==> config.mk <==
export PLATFORM = sky130hd
export DESIGN_NAME = uvrb_register_bank
export DESIGN_NICKNAME = d
export VERILOG_FILES = /design/src/core/uvrb_pkg.sv /design/src/core/uvrb_wsc_reg.sv /design/src/core/uvrb_id_measure.sv /design/src/core/uvrb_register_bank.sv
export VERILOG_INCLUDE_DIRS = /design/src /design/src/core
export SDC_FILE = /design/constraint.sdc
export NUM_CORES = 1
export LEC_CHECK = 0
export BUFFER_PORTS_ARGS = -buffer_cell sky130_fd_sc_hd__buf_2
export CAP_MARGIN = 20
export CORE_MARGIN = 2
export CORE_UTILIZATION = 50
export CTS_CLUSTER_DIAMETER = 150
export DETAILED_ROUTE_END_ITERATION = 8
export HOLD_SLACK_MARGIN = 0.03
export MAX_ROUTING_LAYER = met4
export PLACE_DENSITY = 0.75
export SLEW_MARGIN = 20
export SYNTH_ARGS = -nofsm -noshare
export SYNTH_HDL_FRONTEND = slang
export SYNTH_HIERARCHICAL = 1
export SYNTH_SLANG_ARGS = --single-unit
==> constraint.sdc <==
create_clock -name core_clk_in -period 2.99 [get_ports core_clk_in]
set_clock_uncertainty 0.1 [all_clocks]
set_input_delay 0.4485 -clock core_clk_in [delete_from_list [all_inputs] [get_ports core_clk_in]]
set_output_delay 0.4485 -clock core_clk_in [all_outputs]
set_load 0.01 [all_outputs]
==> src/core/uvrb_defines.svh <==
// constants of the vendor register bank: offsets, fields, reset values, timing
// Summary of operation
// RQ1: immediate and extended addresses reach same registers
// RQ2: vendor range 0x30-0x3F uses immediate accesses
// RQ3: 0x31 bits 6:5 select transmit amplitude
// RQ4: audio mode only when key equals 1010
// RQ5: id register reads 36-38, write/set/clear
// RQ6: line register reads 39-3B, write/set/clear
// RQ7: bits 2:0 carry id resistance code
// RQ8: go bit starts measurement, clears when done
// RQ9: complete flag set after 282 us
// RQ10: vendor read clears complete, carkit read not
// RQ11: irq enable raises alternate interrupt on completion
// RQ12: link keeps id register bit 5 zero
// RQ13: swap bit exchanges the two data pins
// RQ14: bits 3:2 serial regulator level, reset 01
// RQ15: bits 4/5 connect charger pull-ups
// RQ16: bits 7:6 usb regulator level, reset 00
// RQ17: completion with enable sets clear-on-read latch
// RQ18: set/clear addresses act on bits written one
// RQ19: reserved bits read zero, ignore writes
`ifndef UVRB_DEFINES_SVH
`define UVRB_DEFINES_SVH
`define UVRB_IMM_TOP 8'h3F
`define UVRB_VENDOR_BASE 8'h30
`define UVRB_ADDR_TX_AMP 8'h31
`define UVRB_ADDR_AUDIO 8'h33
`define UVRB_ADDR_RID_WR 8'h36
`define UVRB_ADDR_RID_SET 8'h37
`define UVRB_ADDR_RID_CLR 8'h38
`define UVRB_ADDR_LDO_WR 8'h39
`define UVRB_ADDR_LDO_SET 8'h3A
`define UVRB_ADDR_LDO_CLR 8'h3B
`define UVRB_AMP_LSB 5
`define UVRB_AUDIO_KEY 4'hA
`define UVRB_RID_DONE_BIT 3
`define UVRB_RID_GO_BIT 4
`define UVRB_RID_IRQ_BIT 6
`define UVRB_RID_CTRL_MASK 8'h60
`define UVRB_RID_CTRL_RESET 8'h00
`define UVRB_LDO_SWAP_BIT 1
`define UVRB_LDO_SER_LSB 2
`define UVRB_LDO_DP_BIT 4
`define UVRB_LDO_DM_BIT 5
`define UVRB_LDO_USB_LSB 6
`define UVRB_LDO_MASK 8'hFE
`define UVRB_LDO_RESET 8'h04
`define UVRB_CLK_PERIOD_NS 50
`define UVRB_MEASURE_TIME_NS 282000
`define UVRB_MEASURE_CYCLES ((`UVRB_MEASURE_TIME_NS + `UVRB_CLK_PERIOD_NS - 1) / `UVRB_CLK_PERIOD_NS)
`endif

==> src/core/uvrb_pkg.sv <==
// types shared by the vendor register bank files
package uvrb_pkg;
	// one register access from the link side
	typedef struct packed {
		logic valid; // access offered this cycle
		logic write; // 1 write, 0 read
		logic extended; // address is an extended address
		logic [7:0] addr; // immediate (5:0) or extended address
		logic [7:0] wdata; // write data
	} uvrb_access_s;
	// read answer
	typedef struct packed {
		logic valid; // one-cycle pulse per read
		logic hit; // address belongs to the vendor range
		logic [7:0] data; // read data
	} uvrb_answer_s;
	// measurement sequencer states
	typedef enum logic [0:0] {
		uvrb_meas_idle = 1'b0,
		uvrb_meas_run = 1'b1
	} uvrb_meas_e;
	// state of the bank top
	typedef struct packed {
		logic [1:0] tx_amp;
		logic [3:0] audio_key;
		logic audio_en;
		logic serial_ldo_active;
		logic [1:0] ldo_level;
		logic dp_pullup;
		logic dm_pullup;
		logic swap;
		logic latch;
		logic alt_int;
		uvrb_answer_s answer;
	} uvrb_bank_state_s;
endpackage : uvrb_pkg

==> src/core/uvrb_wsc_reg.sv <==
// register with plain write, bit-set and bit-clear ports and a mask of live bits
`timescale 1ns/1ps
`default_nettype none
module uvrb_wsc_reg #(
	parameter int WIDTH = 8, // register width
	parameter logic [WIDTH-1:0] RESET = '0, // reset value
	parameter logic [WIDTH-1:0] MASK = '1 // live bits, others read zero
) (
	input wire logic core_clk_in, // clock
	input wire logic rst_n_in, // synchronous reset, active low
	input wire logic wr_in, // plain write strobe
	input wire logic set_in, // bit-set strobe
	input wire logic clr_in, // bit-clear strobe
	input wire logic [WIDTH-1:0] data_in, // write data
	output var logic [WIDTH-1:0] value_out // register contents
);
	typedef struct packed {
		logic [WIDTH-1:0] value;
	} uvrb_wsc_state_s;
	uvrb_wsc_state_s state;
	uvrb_wsc_state_s next_state;
	if (WIDTH < 1) begin : g_chk
		$error("uvrb_wsc_reg: WIDTH must be at least 1");
	end
	// write, set and clear; masked bits stay zero
	always_comb begin
		next_state = state;
		if (wr_in) begin
			next_state.value = data_in & MASK; // RQ19
		end else if (set_in) begin
			next_state.value = (state.value | data_in) & MASK; // RQ18
		end else if (clr_in) begin
			next_state.value = state.value & ~data_in; // RQ18
		end
	end
	// state register
	always_ff @(posedge core_clk_in) begin
		if (!rst_n_in) begin
			state.value <= RESET & MASK;
		end else begin
			state <= next_state;
		end
	end
	assign value_out = state.value;
endmodule : uvrb_wsc_reg
`default_nettype wire

==> src/core/uvrb_id_measure.sv <==
// id resistance measurement sequencer: go bit, timer, result code and complete flag
`timescale 1ns/1ps
`default_nettype none
module uvrb_id_measure #(
	parameter int MEASURE_CYCLES = 5640 // measurement length in clocks
) (
	input wire logic core_clk_in, // clock
	input wire logic rst_n_in, // synchronous reset, active low
	input wire logic start_in, // go written or set to one
	input wire logic abort_in, // go written or cleared to zero
	input wire logic [2:0] sample_code_in, // code from the resistance converter
	input wire logic code_wr_in, // software update of the code field
	input wire logic [2:0] code_data_in, // new code value
	input wire logic done_clr_in, // vendor read of the result
	output logic go_out, // measurement running
	output logic done_out, // complete flag
	output logic done_rise_out, // complete flag went 0 to 1
	output logic [2:0] code_out // result code
);
	localparam int CW = $clog2(MEASURE_CYCLES + 1);
	typedef struct packed {
		uvrb_pkg::uvrb_meas_e mode;
		logic [CW-1:0] count;
		logic go;
		logic done;
		logic rise;
		logic [2:0] code;
	} uvrb_meas_state_s;
	uvrb_meas_state_s state;
	uvrb_meas_state_s next_state;
	if (MEASURE_CYCLES < 1) begin : g_chk
		$error("uvrb_id_measure: MEASURE_CYCLES must be at least 1");
	end
	// sequencer; completion wins over a read clear in the same cycle
	always_comb begin
		next_state = state;
		if (code_wr_in) begin
			next_state.code = code_data_in;
		end
		if (done_clr_in) begin
			next_state.done = 1'b0; // RQ10
		end
		case (state.mode)
			uvrb_pkg::uvrb_meas_idle: begin
				if (start_in) begin
					next_state.mode = uvrb_pkg::uvrb_meas_run; // RQ8
					next_state.go = 1'b1;
					next_state.count = CW'(MEASURE_CYCLES - 1);
				end
			end
			uvrb_pkg::uvrb_meas_run: begin
				if (abort_in) begin
					next_state.mode = uvrb_pkg::uvrb_meas_idle;
					next_state.go = 1'b0;
				end else if (state.count == '0) begin
					next_state.mode = uvrb_pkg::uvrb_meas_idle;
					next_state.go = 1'b0; // RQ8
					next_state.code = sample_code_in; // RQ7
					next_state.done = 1'b1; // RQ9
				end else begin
					next_state.count = state.count - CW'(1);
				end
			end
			default: begin
				next_state.mode = uvrb_pkg::uvrb_meas_idle;
			end
		endcase
		next_state.rise = next_state.done & ~state.done;
	end
	// state register
	always_ff @(posedge core_clk_in) begin
		if (!rst_n_in) begin
			state <= '0;
		end else begin
			state <= next_state;
		end
	end
	assign go_out = state.go;
	assign done_out = state.done;
	assign done_rise_out = state.rise;
	assign code_out = state.code;
endmodule : uvrb_id_measure
`default_nettype wire

==> src/core/uvrb_register_bank.sv <==
// vendor register bank: address decode, vendor registers, regulator and pin controls
`timescale 1ns/1ps
`default_nettype none
`include "uvrb_defines.svh"
module uvrb_register_bank #(
	parameter int MEASURE_CYCLES = `UVRB_MEASURE_CYCLES // measurement length in clocks
) (
	input wire logic core_clk_in, // 20 MHz clock
	input wire logic rst_n_in, // synchronous reset, active low
	input wire uvrb_pkg::uvrb_access_s access_in, // register access from link
	output var uvrb_pkg::uvrb_answer_s answer_out, // read answer, one cycle later
	input wire logic serial_mode_in, // phy is in serial (uart) mode
	input wire logic serial_tx_enable_in, // serial transmit enable
	input wire logic [2:0] id_resistance_sample_in, // converter code
	input wire logic carkit_irq_en_in, // enable copy in the carkit register
	input wire logic carkit_latch_read_in, // read of the carkit latch register
	output logic [1:0] hs_tx_amplitude_out, // transmit amplitude select
	output logic audio_passthrough_en_out, // headset audio mode
	output logic line_pair_swap_out, // exchange data pins
	output logic dp_charger_pullup_out, // d+ charger pull-up
	output logic dm_charger_pullup_out, // d- charger pull-up
	output logic [1:0] ldo_level_out, // regulator level in use
	output logic [2:0] id_resistance_code_out, // code for carkit status copy
	output logic id_measure_complete_out, // complete flag for carkit copy
	output logic id_measure_go_out, // measurement running
	output logic id_measure_latch_out, // latched measurement interrupt
	output logic alt_int_out // alternate interrupt pulse for rxcmd
);
	if (MEASURE_CYCLES < 1) begin : g_chk
		$error("uvrb_register_bank: MEASURE_CYCLES must be at least 1");
	end

	// every two-bit field must sit inside an eight-bit register
	if ((`UVRB_AMP_LSB > 6) || (`UVRB_LDO_SER_LSB > 6) || (`UVRB_LDO_USB_LSB > 6)) begin : g_field_chk
		$error("uvrb_register_bank: field outside the register");
	end

	// the clear offset must sit two above each write offset
	if ((`UVRB_ADDR_RID_CLR != `UVRB_ADDR_RID_WR + 8'h02)
		|| (`UVRB_ADDR_LDO_CLR != `UVRB_ADDR_LDO_WR + 8'h02)) begin : g_addr_chk
		$error("uvrb_register_bank: set and clear offsets misplaced");
	end

	uvrb_pkg::uvrb_bank_state_s state;
	uvrb_pkg::uvrb_bank_state_s next_state;

	// address decode
	logic addr_ok;
	logic [7:0] eff_addr;
	logic vendor_hit;
	logic vend_wr;
	logic vend_rd;
	logic [7:0] wdata;

	// an extended address reaches the same registers as the immediate one
	assign addr_ok = access_in.extended ? (access_in.addr <= `UVRB_IMM_TOP) : 1'b1; // RQ1
	assign eff_addr = {2'b00, access_in.addr[5:0]}; // RQ1
	assign vendor_hit = access_in.valid & addr_ok & (eff_addr >= `UVRB_VENDOR_BASE); // RQ2
	assign vend_wr = vendor_hit & access_in.write;
	assign vend_rd = vendor_hit & ~access_in.write;
	assign wdata = access_in.wdata;

	// strobes of the id measurement register group
	logic rid_wr;
	logic rid_set;
	logic rid_clr;
	logic rid_rd;

	// strobes of the line and regulator register group
	logic ldo_wr;
	logic ldo_set;
	logic ldo_clr;

	// write, set and clear each have their own address
	assign rid_wr = vend_wr & (eff_addr == `UVRB_ADDR_RID_WR); // RQ5
	assign rid_set = vend_wr & (eff_addr == `UVRB_ADDR_RID_SET); // RQ5
	assign rid_clr = vend_wr & (eff_addr == `UVRB_ADDR_RID_CLR); // RQ5
	assign ldo_wr = vend_wr & (eff_addr == `UVRB_ADDR_LDO_WR); // RQ6
	assign ldo_set = vend_wr & (eff_addr == `UVRB_ADDR_LDO_SET); // RQ6
	assign ldo_clr = vend_wr & (eff_addr == `UVRB_ADDR_LDO_CLR); // RQ6

	// a read at any of the three id addresses returns the result
	assign rid_rd = vend_rd & (eff_addr >= `UVRB_ADDR_RID_WR) & (eff_addr <= `UVRB_ADDR_RID_CLR); // RQ5

	// registers that answer at one offset only, and the line register read
	logic amp_wr;
	logic audio_wr;
	logic amp_rd;
	logic audio_rd;
	logic ldo_rd;

	// plain read/write registers: one address each
	assign amp_wr = vend_wr & (eff_addr == `UVRB_ADDR_TX_AMP); // RQ3
	assign audio_wr = vend_wr & (eff_addr == `UVRB_ADDR_AUDIO); // RQ4
	assign amp_rd = vend_rd & (eff_addr == `UVRB_ADDR_TX_AMP); // RQ3
	assign audio_rd = vend_rd & (eff_addr == `UVRB_ADDR_AUDIO); // RQ4
	// the line register reads back at all three of its addresses
	assign ldo_rd = vend_rd & (eff_addr >= `UVRB_ADDR_LDO_WR) & (eff_addr <= `UVRB_ADDR_LDO_CLR); // RQ6

	// interrupt enable and reserved bit 6:5 of the id register
	logic [7:0] rid_ctrl;

	uvrb_wsc_reg #(
		.WIDTH(8),
		.RESET(`UVRB_RID_CTRL_RESET),
		.MASK(`UVRB_RID_CTRL_MASK)
	) u_rid_ctrl (
		.core_clk_in(core_clk_in),
		.rst_n_in(rst_n_in),
		.wr_in(rid_wr),
		.set_in(rid_set),
		.clr_in(rid_clr),
		.data_in(wdata),
		.value_out(rid_ctrl)
	);

	// line swap, pull-ups and regulator levels; bit 0 stays zero
	logic [7:0] ldo_reg;

	uvrb_wsc_reg #(
		.WIDTH(8),
		.RESET(`UVRB_LDO_RESET),
		.MASK(`UVRB_LDO_MASK)
	) u_ldo_reg (
		.core_clk_in(core_clk_in),
		.rst_n_in(rst_n_in),
		.wr_in(ldo_wr),
		.set_in(ldo_set),
		.clr_in(ldo_clr),
		.data_in(wdata),
		.value_out(ldo_reg)
	);

	// levels that each mode selects and what calls for the serial one
	logic serial_req;
	logic [1:0] serial_level;
	logic [1:0] usb_level;
	logic dp_req;
	logic dm_req;

	// serial level is wanted once serial mode runs with transmit enabled
	assign serial_req = serial_mode_in & serial_tx_enable_in; // RQ14
	assign serial_level = ldo_reg[`UVRB_LDO_SER_LSB +: 2]; // RQ14
	assign usb_level = ldo_reg[`UVRB_LDO_USB_LSB +: 2]; // RQ16

	// charger pull-ups: register bit, or forced on in serial mode
	assign dp_req = ldo_reg[`UVRB_LDO_DP_BIT] | serial_mode_in; // RQ15
	assign dm_req = ldo_reg[`UVRB_LDO_DM_BIT] | serial_mode_in; // RQ15

	// measurement start, abort and code update
	logic meas_start;
	logic meas_abort;
	logic code_wr;
	logic [2:0] code_data;
	logic meas_go;
	logic meas_done;
	logic meas_rise;
	logic [2:0] meas_code;

	// go asserted by a write or set operation starts a measurement
	assign meas_start = (rid_wr | rid_set) & wdata[`UVRB_RID_GO_BIT]; // RQ8
	// go written to zero or cleared stops a measurement early
	assign meas_abort = (rid_wr & ~wdata[`UVRB_RID_GO_BIT]) | (rid_clr & wdata[`UVRB_RID_GO_BIT]);
	// code field follows write, set and clear like the other bits
	assign code_wr = rid_wr | rid_set | rid_clr; // RQ18
	always_comb begin
		if (rid_wr) begin
			code_data = wdata[2:0];
		end else if (rid_set) begin
			code_data = meas_code | wdata[2:0]; // RQ18
		end else begin
			code_data = meas_code & ~wdata[2:0]; // RQ18
		end
	end

	uvrb_id_measure #(
		.MEASURE_CYCLES(MEASURE_CYCLES)
	) u_id_measure (
		.core_clk_in(core_clk_in),
		.rst_n_in(rst_n_in),
		// control from the link side
		.start_in(meas_start),
		.abort_in(meas_abort),
		// converter sample and software code update
		.sample_code_in(id_resistance_sample_in),
		.code_wr_in(code_wr),
		.code_data_in(code_data),
		.done_clr_in(rid_rd), // RQ10
		// measurement results
		.go_out(meas_go),
		.done_out(meas_done),
		.done_rise_out(meas_rise),
		.code_out(meas_code)
	);

	// enable is the or of the vendor bit and its carkit copy
	logic irq_en;
	logic irq_event;

	assign irq_en = rid_ctrl[`UVRB_RID_IRQ_BIT] | carkit_irq_en_in; // RQ11
	assign irq_event = meas_rise & irq_en; // RQ11

	// read views of the registers, reserved bits forced to zero
	logic [7:0] amp_view;
	logic [7:0] audio_view;
	logic [7:0] rid_view;
	logic [7:0] rd_data;
	logic rd_req;

	assign amp_view = {1'b0, state.tx_amp, 5'h00}; // RQ19
	assign audio_view = {4'h0, state.audio_key}; // RQ19

	// a read offered this cycle, answered at the next edge
	assign rd_req = access_in.valid & ~access_in.write;

	// live go, complete flag and code over the stored control bits
	always_comb begin
		rid_view = rid_ctrl;
		rid_view[`UVRB_RID_GO_BIT] = meas_go;
		rid_view[`UVRB_RID_DONE_BIT] = meas_done; // RQ9
		rid_view[2:0] = meas_code; // RQ7
	end

	// unused vendor addresses read zero
	always_comb begin
		rd_data = 8'h00;
		if (amp_rd) begin
			rd_data = amp_view; // RQ3
		end else if (audio_rd) begin
			rd_data = audio_view; // RQ4
		end else if (rid_rd) begin
			rd_data = rid_view; // RQ5
		end else if (ldo_rd) begin
			rd_data = ldo_reg; // RQ6
		end
	end

	// next state of the bank
	always_comb begin
		next_state = state;

		// plain read/write registers
		if (amp_wr) begin
			next_state.tx_amp = wdata[`UVRB_AMP_LSB +: 2]; // RQ3
		end
		if (audio_wr) begin
			next_state.audio_key = wdata[3:0];
		end

		// audio mode needs the exact key
		next_state.audio_en = (next_state.audio_key == `UVRB_AUDIO_KEY); // RQ4

		// serial level holds once serial mode is entered with transmit enabled
		if (!serial_mode_in) begin
			next_state.serial_ldo_active = 1'b0;
		end else if (serial_req) begin
			next_state.serial_ldo_active = 1'b1; // RQ14
		end

		// regulator level in use
		if (next_state.serial_ldo_active) begin
			next_state.ldo_level = serial_level; // RQ14
		end else begin
			next_state.ldo_level = usb_level; // RQ16
		end

		// pull-ups, forced on in serial mode
		next_state.dp_pullup = dp_req; // RQ15
		next_state.dm_pullup = dm_req; // RQ15

		// data pin exchange, also for serial routing
		next_state.swap = ldo_reg[`UVRB_LDO_SWAP_BIT]; // RQ13

		// latched interrupt: a new event wins over the clearing read
		if (irq_event) begin
			next_state.latch = 1'b1; // RQ17
		end else if (carkit_latch_read_in) begin
			next_state.latch = 1'b0; // RQ17
		end

		// alternate interrupt pulse toward the rxcmd byte
		next_state.alt_int = irq_event; // RQ11

		// read answer, one cycle after the request
		next_state.answer.valid = rd_req;
		next_state.answer.hit = vend_rd;
		next_state.answer.data = vend_rd ? rd_data : 8'h00;
	end

	// state register
	always_ff @(posedge core_clk_in) begin
		if (!rst_n_in) begin
			state <= '0;
		end else begin
			state <= next_state;
		end
	end

	// outputs straight from flip-flops: read answer
	assign answer_out = state.answer;

	// transmitter and audio controls
	assign hs_tx_amplitude_out = state.tx_amp;
	assign audio_passthrough_en_out = state.audio_en;

	// data pin routing and charger pull-ups
	assign line_pair_swap_out = state.swap;
	assign dp_charger_pullup_out = state.dp_pullup;
	assign dm_charger_pullup_out = state.dm_pullup;

	// regulator level in use
	assign ldo_level_out = state.ldo_level;

	// measurement result copies for the carkit status register
	assign id_resistance_code_out = meas_code;
	assign id_measure_complete_out = meas_done;
	assign id_measure_go_out = meas_go;

	// interrupt latch and rxcmd pulse
	assign id_measure_latch_out = state.latch;
	assign alt_int_out = state.alt_int;
endmodule : uvrb_register_bank
`default_nettype wire

# After elaboration in Yosys (flattened, before gate mapping)
# Index checks and enable logic that the tools add are counted.
# op_classes
n_addsub,1
order_cmp,6
n_eq_ne,13
n_mux,34
n_bitwise,45
reduce_logical,11
# op_table
operator,count
== test 6 bit (second input constant),8
2-to-1 mux 8 bit,5
2-to-1 mux 7 bit,5
case mux 15 bit (2 select lines),1
2-to-1 mux 13 bit,2
bitwise AND 1 bit,25
>= comparator 6 bit (second input constant),3
2-to-1 mux 3 bit,6
bitwise AND 8 bit,2
2-to-1 mux 15 bit,1
zero test 13 bit,1
subtractor 13 x 1 -> 13 bit (second input constant),1
less-or-equal comparator 6 bit (second input constant),2
2-to-1 mux 1 bit,11
OR reduction 3 bit,3
less-or-equal comparator 8 x 6 -> 1 bit (second input constant),1
NOT 8 bit,1
bitwise OR 8 bit,1
bitwise OR 7 bit,1
inequality test 2 bit (second input constant),3
NOT 1 bit,6
bitwise OR 1 bit,6
nonzero test 3 bit,2
== test 4 bit (second input constant),1
other kinds (10),12
# totals
reg_bits,61
input_bits,28
out_inout_bits,25
elab_cells,135

# Logic depth before layout (Yosys ltp)
# logic_depth
word_depth,12
depth_mapped,10
mapped_depth_nobuf,9

# By module
# Netlist, hierarchy kept.
# modules_own_cells
module,n_inst,cells_each,area_each_um2,seq_area_each_um2
uvrb_register_bank,1,157,1367.6,500.5
uvrb_id_measure,1,107,1026.0,400.4
uvrb_wsc_reg (u_ldo_reg),1,39,340.3,160.2
uvrb_wsc_reg (u_rid_ctrl),1,30,291.5,160.2

# Worst setup path after synthesis
# OpenSTA, ideal clock, no wires.
# synth_timing
kind,input to register
startpoint,input access_in[12] (netlist bit)
endpoint,register u_id_measure/state[12] (netlist bit)
setup_time_ps,120
arrival_time_ps,2264
required_time_ps,2770
setup_slack_ps,506
cell_stages,10
n_path_buf,1
path_cell_list,and2_2 > buf_6 > nand4_4 > o22a_1 > nor2_1 > and2b_1 > nand3_1 > a2111oi_0 > xnor2_1 > nor2_1
# synth_between
elab_chain_len,10
word_cells_on_any_way,20
classes_between,order compare: 2; eq/ne: 5; mux: 1; bitwise: 11; reduce/logical: 1
# synth_lines
item,line_no,source
from (decl),uvrb_register_bank.sv:10,"input wire uvrb_pkg::uvrb_access_s access_in,"
less-or-equal comparator 8 x 6 -> 1 bit (no source line),n/a,
2-to-1 mux 1 bit,uvrb_register_bank.sv:56,assign addr_ok = access_in.extended ? (access_in.addr <= `UVRB_IMM_TOP) : 1'b1;
bitwise AND 1 bit (2 in series),uvrb_register_bank.sv:58,assign vendor_hit = access_in.valid & addr_ok & (eff_addr >= `UVRB_VENDOR_BASE);
bitwise AND 1 bit,uvrb_register_bank.sv:59,assign vend_wr = vendor_hit & access_in.write;
"bitwise AND 1 bit, on equally long branches","uvrb_register_bank.sv:75, uvrb_register_bank.sv:77",
bitwise AND 1 bit,uvrb_register_bank.sv:163,assign meas_abort = (rid_wr & ~wdata[`UVRB_RID_GO_BIT]) | (rid_clr & wdata[`UVRB_RID_GO_BIT]);
bitwise OR 1 bit *,uvrb_register_bank.sv:163,
net meas_abort,uvrb_register_bank.sv:152,logic meas_abort;
inequality test 2 bit (no source line) *,n/a,
AND reduction 3 bit (no source line) *,n/a,
to (signal assigned),uvrb_id_measure.sv:75,state <= next_state;
to (decl),uvrb_id_measure.sv:29,uvrb_meas_state_s state;
# The timed path passes the listed nets; every way through them passes the cells marked *.
# A chain may end at the register's enable or synchronous reset.

# Worst setup path after layout
# layout_timing
startpoint,input access_in[12] (netlist bit)
endpoint,register u_id_measure/state[15] (netlist bit)
# The elaborated chain is that of the path after synthesis.

==> results.md <==
- Hold path depth: 3
- Max Slew Vio Count: 0
- Clk_lat worst skew: 0.30 ns
- Yosys warnings: 6
- Layout cells sized above 1: between 20% and 30%
- M3 GR Usage: about 4.5%
- Hold endpoint: dm_charger_pullup_out$_SDFF_PN0_
- CTS buffer count: 5
- WP data arrival: 2.43 ns
- Vias: 2,387
- First-pass GRT wire length: between 10,000 and 15,000 um
- Worst R2R Path Depth: 5
- Seq pwr share: ~60%
- Worst setup SP type: primary input
- Routed WL: 6380 um
- Vias in the first global route: between 2k and 2.5k
- Die area: between 0.006 and 0.007 mm^2
- R2R Path Start: u_id_measure/state[10]$_SDFFE_PN0P_
- Hold crit path type: in -> reg
- Cell area after synthesis: 0.00288 mm^2
- Worst R2R End: u_id_measure/done_rise_out$_SDFF_PN0_
- Die width: roughly 80 um
- Initial antenna violation count: 0
- # port buffers: 52
- Final Setup Violations: 0
- Crit share post-route: 77.6%
- Net Count, Synth: ~350
- RSZ-0062 raised after global routing: no
- Post-Syn Instances: 318
- Post-CTS Hold Buffers: 0
- Grt met1 use: ~28%
- Period minus WS final: between 2 and 2.5 ns
- Total global routing overflow: 0
- Clock sink count: 56
- Static Leak: approximately 1.3 nW
- CTS tree: yes
- Max Clk Rate: about 430 MHz
- R2r setup slk: 0.91 ns
- # IOs: 53
- WL/cell: roughly 15 um
- Iter 0 DRT Violations: ~170
- Largest net degree at the start of global routing: 33
- Slowest cell on the critical path: a311o_1
- Max Cap Violations: 0
- Total power divided by cell area: approximately 410 mW/mm^2
- Setup Buffers After CTS: 0
- VDD IR max: between 0.0002 and 0.0003 V
- Placer Congestion: 0.918
- Crit path max fanout: 11
- Clock transition time at the flip-flop clock pins of the worst setup and hold paths: 0.10 ns
- Delay-heaviest family, CP: simple AND/OR/NAND/NOR gates
- Antenna diodes: 0
- CP endpoint kind: flip-flop
- CP max stage delay: 0.35 ns
- Relative slew margins: around 58%
- Switching Share: between 20% and 30%
- GRT busiest layer: met2
- Required time at the worst-slack endpoint: between 3 and 4 ns
- Longest Clk Path Bufs: 2
- Status: completed
- Area Overhead vs Synth: 9.97%
- Combinational fraction of design power: around 7.5%
- Internal power: roughly 990 uW
- Setup TNS: 0 ns
- Clock power frac: ~34%
- Setup Crit Path Kind: in -> reg
- Root Buffer: clkbuf_8
- Initial Util: ~52%
- Hold Violations, Final: 0
- Cts repair resizes: 0
- Post-route DRC violation count: 0
- Most Frequent Cell on Critical Path: and3_1
- Syn Area/Cell: 9.04 um^2
- Net Sw Power: approximately 290 uW
- GRT Overall Usage: 21.3%
- Pre-antenna DRT Iters: 4
- Met2 Track Usage GR: about a third
- Nets: 384
- Row Count: 27
- Fin Hold WS: 0.274 ns
- Hold_sp: serial_mode_in
- DRT antenna net count: 0
- DP HPWL: just under 5000 um
- Core ar.: 0.00554 mm^2
- Slew @ Worst Pin: 0.631 ns
- Die height: ~80 um
- Cells along the critical path: buf_2 -> and2_2 -> nand4_4 -> o22a_1 -> nor2_1 -> and2b_1 -> and3_1 -> a311o_1 -> and3_1
- Worst path buffer plus inverter count: 1
- CTS H-tree lvls: 2
- Via/cell ratio: around 5.6
-- metrics by stage --
| step | instance area, um^2 | total power, mW | worst slack [ns] | util, % | instances |
|---|---|---|---|---|---|
| global route | 3160 | 1.33 | 0.470 | 57.1 | 426 |
| detailed placement | 3070 | 0.864 | 0.349 | 55.3 | 419 |
| finish | 3160 | 1.29 | 0.671 | 57.1 | 426 |
| global placement | 3070 | 0.862 | 0.443 | 55.3 | 419 |
| CTS | 3160 | 1.30 | 0.668 | 57.1 | 426 |
| floorplan | 2880 | 0.821 | 0.506 | - | 318 |
-- power by group through the flow --
stage	combinational (mW)	sequential, mW	clock (mW)
after floorplan	0.0526	0.769	0
after global placement	0.0941	0.768	0
after detailed placement	0.0951	0.768	0
after CTS	0.0958	0.751	0.450
after global routing	0.105	0.752	0.472
final	0.0959	0.751	0.440
-- how the worst max path moves through the flow --
stage / start / endpoint / slack [ns] / cells after the start
final: access_in[12] / u_id_measure/state[15]$_SDFFE_PN0P_ / 0.67 / 9
after global placement: access_in[12] / u_id_measure/state[12]$_SDFFE_PN0P_ / 0.44 / 10
after detailed placement: access_in[12] / u_id_measure/state[12]$_SDFFE_PN0P_ / 0.35 / 10
after CTS: access_in[12] / u_id_measure/state[12]$_SDFFE_PN0P_ / 0.67 / 10
after global routing: access_in[12] / u_id_measure/state[12]$_SDFFE_PN0P_ / 0.47 / 10
after floorplan: access_in[12] / u_id_measure/state[12]$_SDFFE_PN0P_ / 0.51 / 10
-- cells in the final DEF, fill, tap and decap left out, types with 3 or more instances in the layout --
master / n
nand2_1: 38
nand3_1: 11
o211a_1: 4
nor3_1: 4
a21boi_1: 4
a211oi_1: 8
nand2b_1: 7
inv_1: 7
xnor2_1: 8
clkbuf_8: 7
a21oi_1: 12
buf_2: 52
buf_4: 5
a21boi_0: 7
o21ai_0: 11
and3_1: 5
mux2i_1: 7
nor2_1: 32
a32oi_1: 4
a22oi_1: 3
nor3b_1: 3
dfxtp_1: 56
and2_1: 4
nand3b_1: 6
-- sequential cells by signal, indices dropped and copies added (netlist names), 2 cells and up --
signal / flops
answer_out: 10
u_rid_ctrl/value_out: 3
ldo_level_out: 2
hs_tx_amplitude_out: 2
u_id_measure/state: 14
u_ldo_reg/value_out: 8
audio_view: 4
u_id_measure/code_out: 3
-- worst register-to-register path, stage by stage, from the launching register on --
cell and delay [ns]:
dfxtp_1 0.36, or4_4 0.59, nor4_4 0.14, buf_4 0.25, nand3_4 0.14, nor3b_1 0.38
-- per-layer routing --
layer  wire [um]  part of all wire (%)
met3         474                   7.4
met5           0                     0
met1        2940                    46
met2        2910                    46
met4          60                  0.94
-- cell type report --
type                            instances  area, um^2
Multi-Input combinational cell        227        1530
Clock buffer                            7        96.3
Inverter                                7        26.3
Fill cell                             530        2380
Timing Repair Buffer                   57         298
Tap cell                               72        90.1
Sequential cell                        56        1120
Note: power is estimated with default switching activity, not from simulation.
